$ cat src/logic/slm_pkg.sv
`default_nettype none
package slm_pkg;
  // field widths of the control words
  localparam int N_W = 16;
  localparam int FRAC_W = 12;
  localparam int DIV_CODE_W = 3;
  localparam int PUMP_W = 4;
  localparam int LEVEL_W = 2;
  localparam int MON_W = 4;
  localparam int TIMER_W = 24;
  // feedback divider cap when the output divider sits in the loop
  localparam logic [7:0] FB_DIV_CAP = 8'h10;
  // pump codes
  localparam logic [3:0] PUMP_MIN = 4'h0;
  localparam logic [3:0] PUMP_FAST = 4'hf;
  // divider timer mode that arms fast-lock
  localparam logic [1:0] TIMER_MODE_FASTLOCK = 2'h1;
  // lock indicator selector codes
  localparam logic [1:0] LOCK_SEL_DIGITAL = 2'h1;
  localparam logic [1:0] LOCK_SEL_ANALOG = 2'h2;
  // locked cycles needed to set digital lock
  localparam logic [5:0] LOCK_CYCLES_FRAC = 6'h28;
  localparam logic [5:0] LOCK_CYCLES_INT = 6'h05;
  // skew windows in ns and their boundary
  localparam int PFD_SLOW_MAX_MHZ = 32;
  localparam logic [4:0] SKEW_LOCK_WIDE_NS = 5'h0a;
  localparam logic [4:0] SKEW_LOCK_FINE_NS = 5'h06;
  localparam logic [4:0] SKEW_LOCK_FAST_NS = 5'h04;
  localparam logic [4:0] SKEW_UNLOCK_SLOW_NS = 5'h0f;
  localparam logic [4:0] SKEW_UNLOCK_FAST_NS = 5'h04;
  // reset values
  localparam logic [5:0] LOCK_CNT_RST = 6'h00;
  localparam logic [TIMER_W-1:0] TIMER_RST = 24'h000000;
  localparam logic [N_W-1:0] NCNT_RST = 16'h0000;
endpackage : slm_pkg
`default_nettype wire

$ cat src/logic/slm_pfd_timer.sv
`default_nettype none
// ----------------------------------------
// pfd-cycle countdown timer
// ----------------------------------------
module slm_pfd_timer (
  input wire logic clk_i, // system clock
  input wire logic nrst_i, // async reset, active low
  input wire logic pfd_tick_i, // one pulse per pfd cycle
  input wire logic start_i, // restart with load value
  input wire logic [slm_pkg::TIMER_W-1:0] load_i, // cycles to run
  output logic busy_o // high while counting
);
  logic [slm_pkg::TIMER_W-1:0] count;

  // restart wins over counting so a fresh trigger reloads
  always_ff @(posedge clk_i or negedge nrst_i) begin
    if (!nrst_i) begin
      count <= slm_pkg::TIMER_RST;
    end else if (start_i) begin
      count <= load_i;
    end else if (pfd_tick_i && count != slm_pkg::TIMER_RST) begin
      count <= count - 24'h000001;
    end
  end

  assign busy_o = (count != slm_pkg::TIMER_RST);
endmodule : slm_pfd_timer
`default_nettype wire

$ cat src/logic/slm_lock_detect.sv
`default_nettype none
// ----------------------------------------
// digital lock detect on measured skew
// ----------------------------------------
module slm_lock_detect (
  input wire logic clk_i, // system clock
  input wire logic nrst_i, // async reset, active low
  input wire logic pfd_tick_i, // one pulse per pfd cycle
  input wire logic [4:0] skew_ns_i, // up/down skew of this cycle in ns
  input wire logic integer_mode_i, // lock detect kind: 1 integer
  input wire logic lock_speed_select_i, // 1 for pfd above 32 MHz
  input wire logic lock_window_precision_i, // 1 selects fine window; ignored when lock_speed_select_i is 1
  output logic locked_o // digital lock level
);
  logic [4:0] win_lock;
  logic [4:0] win_unlock;
  logic [5:0] need;
  logic [5:0] run;

  // window choice per pfd speed and precision
  always_comb begin
    if (lock_speed_select_i) begin
      win_lock = slm_pkg::SKEW_LOCK_FAST_NS;
      win_unlock = slm_pkg::SKEW_UNLOCK_FAST_NS;
    end else begin
      win_lock = lock_window_precision_i ? slm_pkg::SKEW_LOCK_FINE_NS : slm_pkg::SKEW_LOCK_WIDE_NS;
      win_unlock = slm_pkg::SKEW_UNLOCK_SLOW_NS;
    end
    need = integer_mode_i ? slm_pkg::LOCK_CYCLES_INT : slm_pkg::LOCK_CYCLES_FRAC;
  end

  // run length of in-window cycles; saturates at the target
  always_ff @(posedge clk_i or negedge nrst_i) begin
    if (!nrst_i) begin
      run <= slm_pkg::LOCK_CNT_RST;
    end else if (pfd_tick_i) begin
      if (skew_ns_i > win_lock) begin
        run <= slm_pkg::LOCK_CNT_RST;
      end else if (run < need) begin
        run <= run + 6'h01;
      end
    end
  end

  // set after the run, clear only at or past the unlock skew (hysteresis)
  always_ff @(posedge clk_i or negedge nrst_i) begin
    if (!nrst_i) begin
      locked_o <= 1'b0;
    end else if (pfd_tick_i) begin
      if (skew_ns_i >= win_unlock && !(lock_speed_select_i && skew_ns_i <= win_lock)) begin
        locked_o <= 1'b0;
      end else if (skew_ns_i <= win_lock && run + 6'h01 >= need) begin
        locked_o <= 1'b1;
      end
    end
  end
endmodule : slm_lock_detect
`default_nettype wire

$ cat src/logic/slm_control.sv
`default_nettype none
// ----------------------------------------
// synthesizer lock and mute control
// ----------------------------------------
module slm_control (
  input wire logic clk_i, // 25 MHz system clock
  input wire logic nrst_i, // async reset, active low
  input wire logic pfd_clk_pin_i, // phase-detector clock, async pin
  input wire logic [4:0] skew_ns_i, // measured up/down skew, same domain
  input wire logic integer_mode_i, // 1 integer, 0 fractional
  input wire logic [slm_pkg::N_W-1:0] int_value_i, // integer counter value
  input wire logic [slm_pkg::FRAC_W-1:0] frac_value_i, // fractional numerator
  input wire logic [slm_pkg::FRAC_W-1:0] modulus_i, // fractional modulus
  input wire logic feedback_path_select_i, // 1 feedback from VCO
  input wire logic [2:0] output_a_divider_i, // output divider code
  input wire logic output_b_source_i, // 1 undivided VCO
  input wire logic counter_reset_i, // holds integer counter
  input wire logic lock_detect_kind_i, // 1 integer lock detect
  input wire logic zero_frac_auto_integer_i, // auto integer at zero fraction
  input wire logic [slm_pkg::PUMP_W-1:0] pump_current_code_i, // pump current code
  input wire logic [1:0] pump_linearity_i, // pump linearity code
  input wire logic pump_tristate_i, // 1 pump high impedance
  input wire logic detector_polarity_i, // 1 noninverting filter
  input wire logic [slm_pkg::MON_W-1:0] monitor_pin_select_i, // monitor function
  input wire logic [1:0] lock_indicator_i, // lock output source
  input wire logic analog_lock_i, // analog lock level, same domain
  input wire logic lock_speed_select_i, // 1 pfd above 32 MHz
  input wire logic lock_window_precision_i, // fine window
  input wire logic slip_reduce_enable_i, // cycle slip reduction
  input wire logic [1:0] divider_timer_mode_i, // timer mode
  input wire logic [11:0] timer_clock_divisor_i, // timer divisor
  input wire logic vco_autoselect_done_i, // pulse when autoselect ends
  input wire logic output_a_enable_i, // output A enable bit
  input wire logic output_b_enable_i, // output B enable bit
  input wire logic outputs_enable_pin_i, // enable pin, async
  input wire logic [slm_pkg::LEVEL_W-1:0] output_a_level_i, // output A power code
  input wire logic [slm_pkg::LEVEL_W-1:0] output_b_level_i, // output B power code
  input wire logic unlock_output_mute_i, // mute while unlocked
  input wire logic relock_enable_delay_i, // delay re-enable after lock
  output logic effective_integer_o, // divider runs integer
  output logic [4:0] loop_divide_o, // extra feedback divide factor
  output logic [7:0] output_a_ratio_o, // output A division ratio
  output logic output_b_from_vco_o, // output B undivided
  output logic [slm_pkg::N_W-1:0] int_counter_o, // integer counter state
  output logic [4:0] pump_scale_o, // pump current multiple
  output logic pump_tristate_o, // pump high impedance
  output logic detector_polarity_o, // polarity to detector
  output logic [slm_pkg::MON_W-1:0] monitor_select_o, // monitor selector
  output logic lock_o, // lock output level
  output logic lock_oe_o, // lock pin driven
  output logic digital_lock_o, // digital lock level
  output logic fastlock_ground_pin_o, // ground fast-lock pin
  output logic fastlock_ground_pin_oe_o, // fast-lock pin driven
  output logic output_a_on_o, // output A enabled
  output logic output_b_on_o, // output B enabled
  output logic [slm_pkg::LEVEL_W-1:0] output_a_level_o, // output A level
  output logic [slm_pkg::LEVEL_W-1:0] output_b_level_o, // output B level
  output logic config_error_o // host broke a programming duty
);
  // ----------------------------------------
  // pin synchronisers and pfd tick
  // ----------------------------------------
  logic pfd_meta, pfd_sync, pfd_prev;
  logic en_meta, en_sync;
  logic pfd_tick;

  // two flops each; edge detect only looks at the second
  always_ff @(posedge clk_i or negedge nrst_i) begin
    if (!nrst_i) begin
      pfd_meta <= 1'b0;
      pfd_sync <= 1'b0;
      pfd_prev <= 1'b0;
      en_meta <= 1'b0;
      en_sync <= 1'b0;
    end else begin
      pfd_meta <= pfd_clk_pin_i;
      pfd_sync <= pfd_meta;
      pfd_prev <= pfd_sync;
      en_meta <= outputs_enable_pin_i;
      en_sync <= en_meta;
    end
  end

  // limitation: pfd clock must stay well below half of 25 MHz to be counted
  assign pfd_tick = pfd_sync & ~pfd_prev;

  // ----------------------------------------
  // mode and divider relationships
  // ----------------------------------------
  logic next_eff_int;
  logic [7:0] next_a_ratio;
  logic [4:0] next_loop_div;

  always_comb begin
    next_eff_int = integer_mode_i | (zero_frac_auto_integer_i && frac_value_i == 12'h000);
    next_a_ratio = 8'h01 << output_a_divider_i;
    if (feedback_path_select_i) begin
      next_loop_div = 5'h01;
    end else if (next_a_ratio <= slm_pkg::FB_DIV_CAP) begin
      next_loop_div = next_a_ratio[4:0];
    end else begin
      next_loop_div = slm_pkg::FB_DIV_CAP[4:0];
    end
  end

  // divider settings registered so data outputs come from flops
  always_ff @(posedge clk_i or negedge nrst_i) begin
    if (!nrst_i) begin
      effective_integer_o <= 1'b0;
      output_a_ratio_o <= 8'h01;
      loop_divide_o <= 5'h01;
      output_b_from_vco_o <= 1'b0;
    end else begin
      effective_integer_o <= next_eff_int;
      output_a_ratio_o <= next_a_ratio;
      loop_divide_o <= next_loop_div;
      output_b_from_vco_o <= output_b_source_i;
    end
  end

  // ----------------------------------------
  // integer feedback counter
  // ----------------------------------------
  // counts pfd cycles from 0 to one below the programmed value, then wraps to 0; held at 0 while reset bit is set
  always_ff @(posedge clk_i or negedge nrst_i) begin
    if (!nrst_i) begin
      int_counter_o <= slm_pkg::NCNT_RST;
    end else if (counter_reset_i) begin
      int_counter_o <= slm_pkg::NCNT_RST;
    end else if (pfd_tick) begin
      int_counter_o <= (int_counter_o + 16'h0001 >= int_value_i) ? slm_pkg::NCNT_RST : int_counter_o + 16'h0001;
    end
  end

  // ----------------------------------------
  // programming duty check
  // ----------------------------------------
  // flags out-of-range host values; reported, never corrected
  always_ff @(posedge clk_i or negedge nrst_i) begin
    if (!nrst_i) begin
      config_error_o <= 1'b0;
    end else begin
      config_error_o <= (integer_mode_i && int_value_i < 16'h0010)
        || (!integer_mode_i && (int_value_i < 16'h0013 || int_value_i > 16'h0ffb))
        || modulus_i < 12'h002
        || frac_value_i >= modulus_i
        || (integer_mode_i && pump_linearity_i != 2'h0)
        || (integer_mode_i != lock_detect_kind_i)
        || (slip_reduce_enable_i && pump_current_code_i != slm_pkg::PUMP_MIN);
    end
  end

  // ----------------------------------------
  // digital lock detect
  // ----------------------------------------
  logic dig_lock;

  slm_lock_detect u_lock (
    .clk_i(clk_i),
    .nrst_i(nrst_i),
    .pfd_tick_i(pfd_tick),
    .skew_ns_i(skew_ns_i),
    .integer_mode_i(lock_detect_kind_i),
    .lock_speed_select_i(lock_speed_select_i),
    .lock_window_precision_i(lock_window_precision_i),
    .locked_o(dig_lock)
  );

  assign digital_lock_o = dig_lock;

  // ----------------------------------------
  // fast-lock and relock delay timers
  // ----------------------------------------
  logic [slm_pkg::TIMER_W-1:0] timer_load;
  logic fast_armed, fast_start, fast_busy;
  logic lock_prev, relock_start, mute_busy;

  // timeout in pfd cycles is modulus times divisor
  assign timer_load = {12'h000, modulus_i} * {12'h000, timer_clock_divisor_i};
  assign fast_armed = pump_current_code_i == slm_pkg::PUMP_MIN
    && divider_timer_mode_i == slm_pkg::TIMER_MODE_FASTLOCK;
  assign fast_start = fast_armed & vco_autoselect_done_i;

  slm_pfd_timer u_fast (
    .clk_i(clk_i),
    .nrst_i(nrst_i),
    .pfd_tick_i(pfd_tick),
    .start_i(fast_start),
    .load_i(timer_load),
    .busy_o(fast_busy)
  );

  // lock level a cycle late
  always_ff @(posedge clk_i or negedge nrst_i) begin
    if (!nrst_i) begin
      lock_prev <= 1'b0;
    end else begin
      lock_prev <= dig_lock;
    end
  end

  // each new lock edge restarts the delay
  assign relock_start = dig_lock & ~lock_prev & relock_enable_delay_i;

  slm_pfd_timer u_mute (
    .clk_i(clk_i),
    .nrst_i(nrst_i),
    .pfd_tick_i(pfd_tick),
    .start_i(relock_start),
    .load_i(timer_load),
    .busy_o(mute_busy)
  );

  // ----------------------------------------
  // charge pump and detector
  // ----------------------------------------
  always_ff @(posedge clk_i or negedge nrst_i) begin
    if (!nrst_i) begin
      pump_scale_o <= 5'h01;
      pump_tristate_o <= 1'b0;
      detector_polarity_o <= 1'b0;
      monitor_select_o <= 4'h0;
      fastlock_ground_pin_o <= 1'b0;
      fastlock_ground_pin_oe_o <= 1'b0;
    end else begin
      pump_scale_o <= {1'b0, (fast_busy ? slm_pkg::PUMP_FAST : pump_current_code_i)}
        + 5'h01;
      pump_tristate_o <= pump_tristate_i;
      detector_polarity_o <= detector_polarity_i;
      monitor_select_o <= monitor_pin_select_i;
      fastlock_ground_pin_o <= 1'b0; // pin only ever pulled to ground
      fastlock_ground_pin_oe_o <= fast_busy;
    end
  end

  // ----------------------------------------
  // lock output and output gating
  // ----------------------------------------
  logic mute;

  // delay keeps outputs off through lock flicker during overshoot
  assign mute = unlock_output_mute_i
    && (!dig_lock || (relock_enable_delay_i && (mute_busy || relock_start)));

  always_ff @(posedge clk_i or negedge nrst_i) begin
    if (!nrst_i) begin
      lock_o <= 1'b0;
      lock_oe_o <= 1'b0;
      output_a_on_o <= 1'b0;
      output_b_on_o <= 1'b0;
      output_a_level_o <= 2'h0;
      output_b_level_o <= 2'h0;
    end else begin
      // analog mode is open drain: drive low only when unlocked
      case (lock_indicator_i)
        slm_pkg::LOCK_SEL_DIGITAL: begin
          lock_o <= dig_lock;
          lock_oe_o <= 1'b1;
        end
        slm_pkg::LOCK_SEL_ANALOG: begin
          lock_o <= 1'b0;
          lock_oe_o <= ~analog_lock_i;
        end
        default: begin
          lock_o <= 1'b0;
          lock_oe_o <= 1'b1;
        end
      endcase
      output_a_on_o <= output_a_enable_i & en_sync & ~mute;
      output_b_on_o <= output_b_enable_i & en_sync & ~mute;
      output_a_level_o <= output_a_level_i;
      output_b_level_o <= output_b_level_i;
    end
  end
endmodule : slm_control
`default_nettype wire

$ cat config.mk
export PLATFORM = sky130hd
export DESIGN_NAME = slm_control
export DESIGN_NICKNAME = d
export VERILOG_FILES = /design/src/logic/slm_pkg.sv /design/src/logic/slm_pfd_timer.sv /design/src/logic/slm_lock_detect.sv /design/src/logic/slm_control.sv
export SDC_FILE = /design/constraint.sdc
export NUM_CORES = 1
export LEC_CHECK = 0
export BUFFER_PORTS_ARGS = -buffer_cell sky130_fd_sc_hd__buf_2
export CORE_MARGIN = 1.5
export CORE_UTILIZATION = 60
export CTS_CLUSTER_SIZE = 16
export DETAILED_ROUTE_END_ITERATION = 6
export GPL_TIMING_DRIVEN = 0
export PLACE_DENSITY_LB_ADDON = 0.15
export SYNTH_ARGS = -nofsm -noshare
export SYNTH_HDL_FRONTEND = slang
export SYNTH_SLANG_ARGS = --single-unit
$ cat constraint.sdc
create_clock -name clk_i -period 3.7 [get_ports clk_i]
set_input_delay 0.37 -clock clk_i [delete_from_list [all_inputs] [get_ports clk_i]]
set_output_delay 0.37 -clock clk_i [all_outputs]
set_load 0.005 [all_outputs]
# Yosys cells after proc, flatten, opt, wreduce, memory -nomap -nowiden
# Cells that the tools add are included.
# W data, S select, Z words.
dict set report op_classes {
  n_eq_ne 4
  n_bitwise 13
  reduce_logical 38
  n_lt_le_gt_ge 12
  multipliers 1
  muxes 20
  add_sub_neg 5
  n_shift 1
}
# op n
set op_table {}
lappend op_table {{$mux W24} 4}
lappend op_table {{$mux W16} 3}
lappend op_table {{$reduce_bool A24 Y1} 2}
lappend op_table {{$sub A24 B1 Y24 const B} 2}
lappend op_table {{$lt A16 B5 Y1 const B} 2}
lappend op_table {{$mul A12 B12 Y24} 1}
lappend op_table {{$mux W6} 3}
lappend op_table {{$add A16 B1 Y16 const B} 1}
lappend op_table {{$ge A16 B16 Y1} 1}
lappend op_table {{$gt A16 B12 Y1 const B} 1}
lappend op_table {{$mux W5} 3}
lappend op_table {{$logic_and A1 B1 Y1} 13}
lappend op_table {{$ge A12 B12 Y1} 1}
lappend op_table {{$logic_not A12 Y1} 1}
lappend op_table {{$lt A12 B2 Y1 const B} 1}
lappend op_table {{$mux W4} 3}
lappend op_table {{$reduce_bool A2 Y1} 6}
lappend op_table {{$logic_or A1 B1 Y1} 9}
lappend op_table {{$and A1 B1 Y1} 8}
lappend op_table {{$le A8 B5 Y1 const B} 1}
lappend op_table {{$shl A1 B3 Y8 const A} 1}
lappend op_table {{$add A6 B1 Y6 const B} 1}
lappend op_table {{$ge A6 B6 Y1} 1}
lappend op_table {{$lt A6 B6 Y1} 1}
lappend op_table {{14 further kinds} 24}
dict set report totals {
  word_cells 121
  inputBits 99
  regBits 113
}

# Longest topological paths before layout
dict set report logic_depth {
  word_depth 9
  ltp_mapped 21
}

# By module
# From an unflattened synthesis, not the netlist that was laid out.
dict set report hier_totals {
  hier_cells 1278
  area_unflattened_um2 11543.6
}
# mod cells_per_inst area_per_inst_um2 seq_area_each_um2 instances
set modules_own_cells {}
lappend modules_own_cells {slm_control 869 7836.3 1455.1 1}
lappend modules_own_cells {{slm_pfd_timer at u_fast} 163 1492.7 600.6 1}
lappend modules_own_cells {{slm_pfd_timer at u_mute} 168 1487.7 600.6 1}
lappend modules_own_cells {slm_lock_detect 78 726.9 175.2 1}

# Worst setup path before layout
# OpenSTA, ideal clock, no wires.
dict set report synth_timing {
  kind {input to register}
  start {input port timer_clock_divisor_i[5]}
  end {register u_fast.count[22] in the netlist's numbering}
  arrival_time_ps 5159
  path_buffers 1
  setup_time_ps 136
  t_required_ps 3564
  path_slack_ps -1594
  cell_stages 18
  cell_sequence {clkbuf_1 -> nand2_1 -> fa_1 -> fa_1 -> inv_1 -> fa_1 -> fa_1 -> inv_1 -> fa_1 -> inv_1 -> ha_1 -> a21o_1 -> a2111oi_0 -> nand3_1 -> and2_1 -> a221oi_2 -> xor2_1 -> a22oi_1}
}
dict set report synth_via {
  elab_chain_len 2
}
# element line
set synth_lines {}
lappend synth_lines {{start, declared} slm_control.sv:31} ;# input wire logic [11:0] timer_clock_divisor_i,
lappend synth_lines {{$mul A12 B12 Y24} slm_control.sv:179} ;# assign timer_load = {12'h000, modulus_i} * {12'h000, timer_clock_divisor_i};
lappend synth_lines {{$mux W24} slm_pfd_timer.sv:19} ;# end else if (start_i) begin
lappend synth_lines {{end signal, assigned} slm_pfd_timer.sv:18} ;# count <= slm_pkg::TIMER_RST;
lappend synth_lines {{end signal, assigned} slm_pfd_timer.sv:20} ;# count <= load_i;
lappend synth_lines {{end signal, assigned} slm_pfd_timer.sv:22} ;# count <= count - 24'h000001;
lappend synth_lines {{end, declared} slm_pfd_timer.sv:13} ;# logic [slm_pkg::TIMER_W-1:0] count;
# No other way between the ends.
# A chain may end at the register's enable or synchronous reset.

# Worst setup path in the final report
dict set report layout_timing {
  start {input port timer_clock_divisor_i[3]}
  end {register u_mute.count[23] in the netlist's numbering}
}
dict set report layout_via {
  elab_chain_len 2
}
# element line
set layout_lines {}
lappend layout_lines {{$mul A12 B12 Y24} slm_control.sv:179}
lappend layout_lines {{$mux W24} slm_pfd_timer.sv:19}
lappend layout_lines {{end signal, assigned} slm_pfd_timer.sv:18}
lappend layout_lines {{end signal, assigned} slm_pfd_timer.sv:20}
lappend layout_lines {{end signal, assigned} slm_pfd_timer.sv:22}
lappend layout_lines {{end, declared} slm_pfd_timer.sv:13}
# No other way between the ends.

==> impl_metrics.csv <==
group,metric,value,unit
min_path,holdPathEnd,"monitor_select_o[1]",
place,dp_cells,1614,
die,core_region_area,18150,µm²
power_and_ir_drop,p_leak,7.456,nW
cts,cts-htree-levels,4,
place,dp_slack,-1.872,ns
worst_setup_path,critPathSlowestCell,"fa_1",
final_layout,mostFrequentLayoutCell,"inv_1",
synthesis,synth_top_area_share,24.48,%
worst_setup_path,reg2reg_from,"int_counter_o[4]",
synthesis,syn_inst,1234,
min_path,holdPathStages,1,
cts,clockRootBuffer,"clkbuf_16",
synthesis,ys_ff_latch,113,
synthesis,synth_edf_count,0,
die,ioPinCount,153,
worst_setup_path,reg2reg_to,"int_counter_o[8]",
die,fp.dieW,139.9,µm
sta,fmax,199.5,MHz
detailed_routing,firstDrtPassIters,7,
grt,track_usage,31.33,%
worst_setup_path,startpoint_type,"input pin",
detailed_routing,wl,33.21,mm
sta,maxSlewViolCount,0,
die,initial_core_util,61.96,%
final_layout,area_growth,33.69,%
sta,min_period,5.012,ns
worst_setup_path,critPathMaxFanout,6,
final_layout,fin_util,82.84,%
final_layout,final_nets,1803,
cts,cts.reportedPaths.clkPinSlew,0.07,ns
place,port_buffers,150,
cts,clk_latency,0.43,ns
power_and_ir_drop,powerDensity,801.4,nW/µm²
grt,grt_max_degree,67,
worst_setup_path,arrival,5.29,ns
final_layout,fin_area,15030,µm²
synthesis,synth.area.top_cells,"dfrtp_1 (24%), fa_1 (18%), ha_1 (12%), inv_1 (6.0%), nand2_1 (4.9%)",
worst_setup_path,slowest_delay,0.55,ns
synthesis,yosysTopAreaCell,"dfrtp_1",
final_layout,final_cell_mix,"inv_1 (157), buf_2 (131), nand2_1 (123), dfrtp_1 (108), ha_1 (92)",
worst_setup_path,r2r_setup_slack,0.13,ns
sta,finalCritPeriodShare,135.4,%
sta,rsz0062_at_grt,"yes",
synthesis,synthDistinctLibCells,76,
synthesis,syn_avg_cell_area,9.112,µm²
status,outcome,"finished, violations left",
sta,maxSlewHeadroom,48.85,%
die,rows,49,
grt,grt_pass1_wl,48.91,mm
sta,hold_viol_final,0,
sta,finalClockSkew,0.01426,ns
die,die_y,139.9,µm
final_layout,drive_above_1_share,32.49,%
worst_setup_path,cp_cell_sequence,"buf_8 -> clkbuf_16 -> nand2_4 -> fa_1 -> fa_1 -> inv_1 -> fa_1 -> fa_1 -> inv_1 -> fa_1 -> inv_1 -> ha_1 -> buf_6 -> buf_6 -> and3_4 -> o211ai_1 -> o21ba_4 -> nor2_2 -> o41ai_2 -> xnor2_1 -> buf_4 -> mux2i_1",
worst_setup_path,r2r.worst_path.cells,15,
cts,ctsLongestPathBuffers,2,
flow_run,cap_violations,0,
detailed_routing,viasPerCell,5.852,
worst_setup_path,cp-end-kind,"flip-flop",
sta,setup_viol,34,
status,violations,"DRC, setup timing",
worst_setup_path,worstPathRequired,3.98,ns
place,hpwl,22.01,mm
sta,tightest_slew,0.7603,ns
synthesis,yosys_warnings,0,
detailed_routing,num_vias,10170,
place,place_area,12850,µm²
grt,grt_pass1_vias,10160,
cts,cts_tree,"built",
synthesis,synthFlopType,"dfrtp_1",
place,gp_congestion,0.8776,
synthesis,yosysSeqAreaShare,25.18,%
cts,cts_sinks,113,
cts,cts_inserted_buffers,17,
detailed_routing,post-route-drc-count,11,
sta,setup_slack,-1.312,ns
final_layout,final_cells,1738,
detailed_routing,drt_iter0_drc,640,
detailed_routing,ant_nets,0,
die,die_area,19570,µm²
power_and_ir_drop,power.total,12.05,mW
grt,antenna_found_initial,1,
synthesis,async_flop_share,100.0,%
power_and_ir_drop,vdd_drop_max,0.8905,mV
min_path,hold_class,"in2reg",
min_path,min_from,"monitor_pin_select_i[1]",
worst_setup_path,worstSetupPathType,"in2reg",
detailed_routing,wire_per_inst,19.11,µm
synthesis,syn_area,11240,µm²
synthesis,synth_fp_nets,1542,
worst_setup_path,path_common_cell,"fa_1",
grt,grt_overflow,0,
==> per-layer routing <==
layer,up-vias,track usage [%],routed length [µm]
li1,4583,-,-
met1,4978,39.16,12660
met2,489,54.70,17010
met3,120,4.444,2094
met4,0,13.24,1449
met5,-,0,0
==> area by class of cell <==
class,instances,area [µm²]
inverters,179,674.4
multi-input cells,895,8344
well taps,229,286.5
repair buffers,248,1787
fillers,1019,3114
clock buffers,17,425.4
flip-flops and latches,113,2834
diodes,1,2.502
plain buffers,41,521.8
clock inverters,15,157.7
==> Yosys cell counts, types with 3 or more instances <==
cell / number
xor2_1: 35
o31ai_1: 3
nor3_1: 30
a21o_1: 16
xnor2_1: 44
nor4_1: 11
fa_1: 100
inv_1: 179
ha_1: 109
dfstp_2: 3
and2_1: 59
nor3_2: 3
a41oi_1: 3
nand3b_1: 8
mux2i_1: 20
or4_1: 3
dfrtp_1: 110
buf_2: 5
nand4_1: 6
o21a_1: 7
a21oi_1: 47
nor2_1: 49
a22o_1: 9
o21ai_0: 28
a31oi_1: 17
o21ai_1: 5
or3_1: 8
or2_2: 4
nand2_1: 148
and3_1: 13
nand3_1: 27
clkbuf_1: 37
nand2b_1: 13
a211oi_1: 9
o211ai_1: 5
o2111ai_1: 3
nor2b_1: 8
==> worst max-delay path: cells and delay by family <==
| family | cells | cell delay (ns) |
|---|---|---|
| AO/OA/AOI/OAI | 3 | 0.77 |
| XOR/XNOR | 1 | 0.18 |
| adder cells (fa/ha/maj) | 6 | 2.76 |
| buffers and inverters | 8 | 0.86 |
| multiplexers | 1 | 0.06 |
| AND/OR/NAND/NOR | 3 | 0.28 |
==> state kept, by name, indices dropped and copies added (netlist names), 2 cells and up <==
| register | flops |
|---|---|
| int_counter_o | 16 |
| u_mute.count | 24 |
| loop_divide_o | 5 |
| output_b_level_o | 2 |
| u_lock.run | 6 |
| monitor_select_o | 4 |
| pump_scale_o | 5 |
| u_fast.count | 24 |
| output_a_level_o | 2 |
| output_a_ratio_o | 8 |
==> report_power, final <==
| part | total [mW] | leakage, nW | switching, mW | internal (mW) |
|---|---|---|---|---|
| Combinational | 8.64 | 5.82 | 4.51 | 4.14 |
| Sequential | 1.76 | 1.35 | 0.266 | 1.49 |
| Clock | 1.65 | 0.283 | 0.695 | 0.956 |
==> how the worst max path moves through the flow <==
stage                             startpoint               end  slack [ns]  depth (start not counted)
floorplan           timer_clock_divisor_i[9]  u_fast.count[22]       -1.13                         17
global placement                modulus_i[0]  u_fast.count[22]       -1.78                         19
detailed placement              modulus_i[0]  u_fast.count[22]       -1.87                         19
CTS                 timer_clock_divisor_i[8]  u_mute.count[22]       -1.11                         18
global route                   modulus_i[10]  u_mute.count[22]       -1.41                         20
finish              timer_clock_divisor_i[3]  u_mute.count[23]       -1.31                         22
==> logic make-up (layout without fill, tap and decap cells) <==
| kind of cell | count (synthesis) | in the layout | share of synthesized area (%) |
|---|---|---|---|
| buffers and inverters | 226 | 500 | 7.822 |
| adder cells (fa/ha/maj) | 209 | 209 | 29.93 |
| AND/OR/NAND/NOR | 413 | 413 | 19.07 |
| multiplexers | 21 | 21 | 1.880 |
| flip-flops | 113 | 113 | 25.18 |
| AO/OA/AOI/OAI | 172 | 172 | 9.926 |
| other | 1 | 2 | 0.03335 |
| XOR/XNOR | 79 | 79 | 6.153 |
==> repair_timing <==
item / in CTS / in global routing
gates resized for setup: 90 / 123
endpoints found under the setup margin: 48 / 51
gates cloned: 0 / 0
endpoints found under the hold margin: 13 / 0
hold buffers: 1 / 0
buffers inserted: 58 / 42
pin swaps: 60 / 72
==> metrics by stage <==
stage / hold slack [ns] / TNS (ns)
after global placement: 0.3331 / -40.42
after floorplan: 0.07441 / -23.07
final: 0.04356 / -30.08
after global routing: 0.04302 / -33.54
after detailed placement: 0.3428 / -43.81
after CTS: 0.04100 / -24.02
Note: power is estimated with default switching activity, not from simulation.
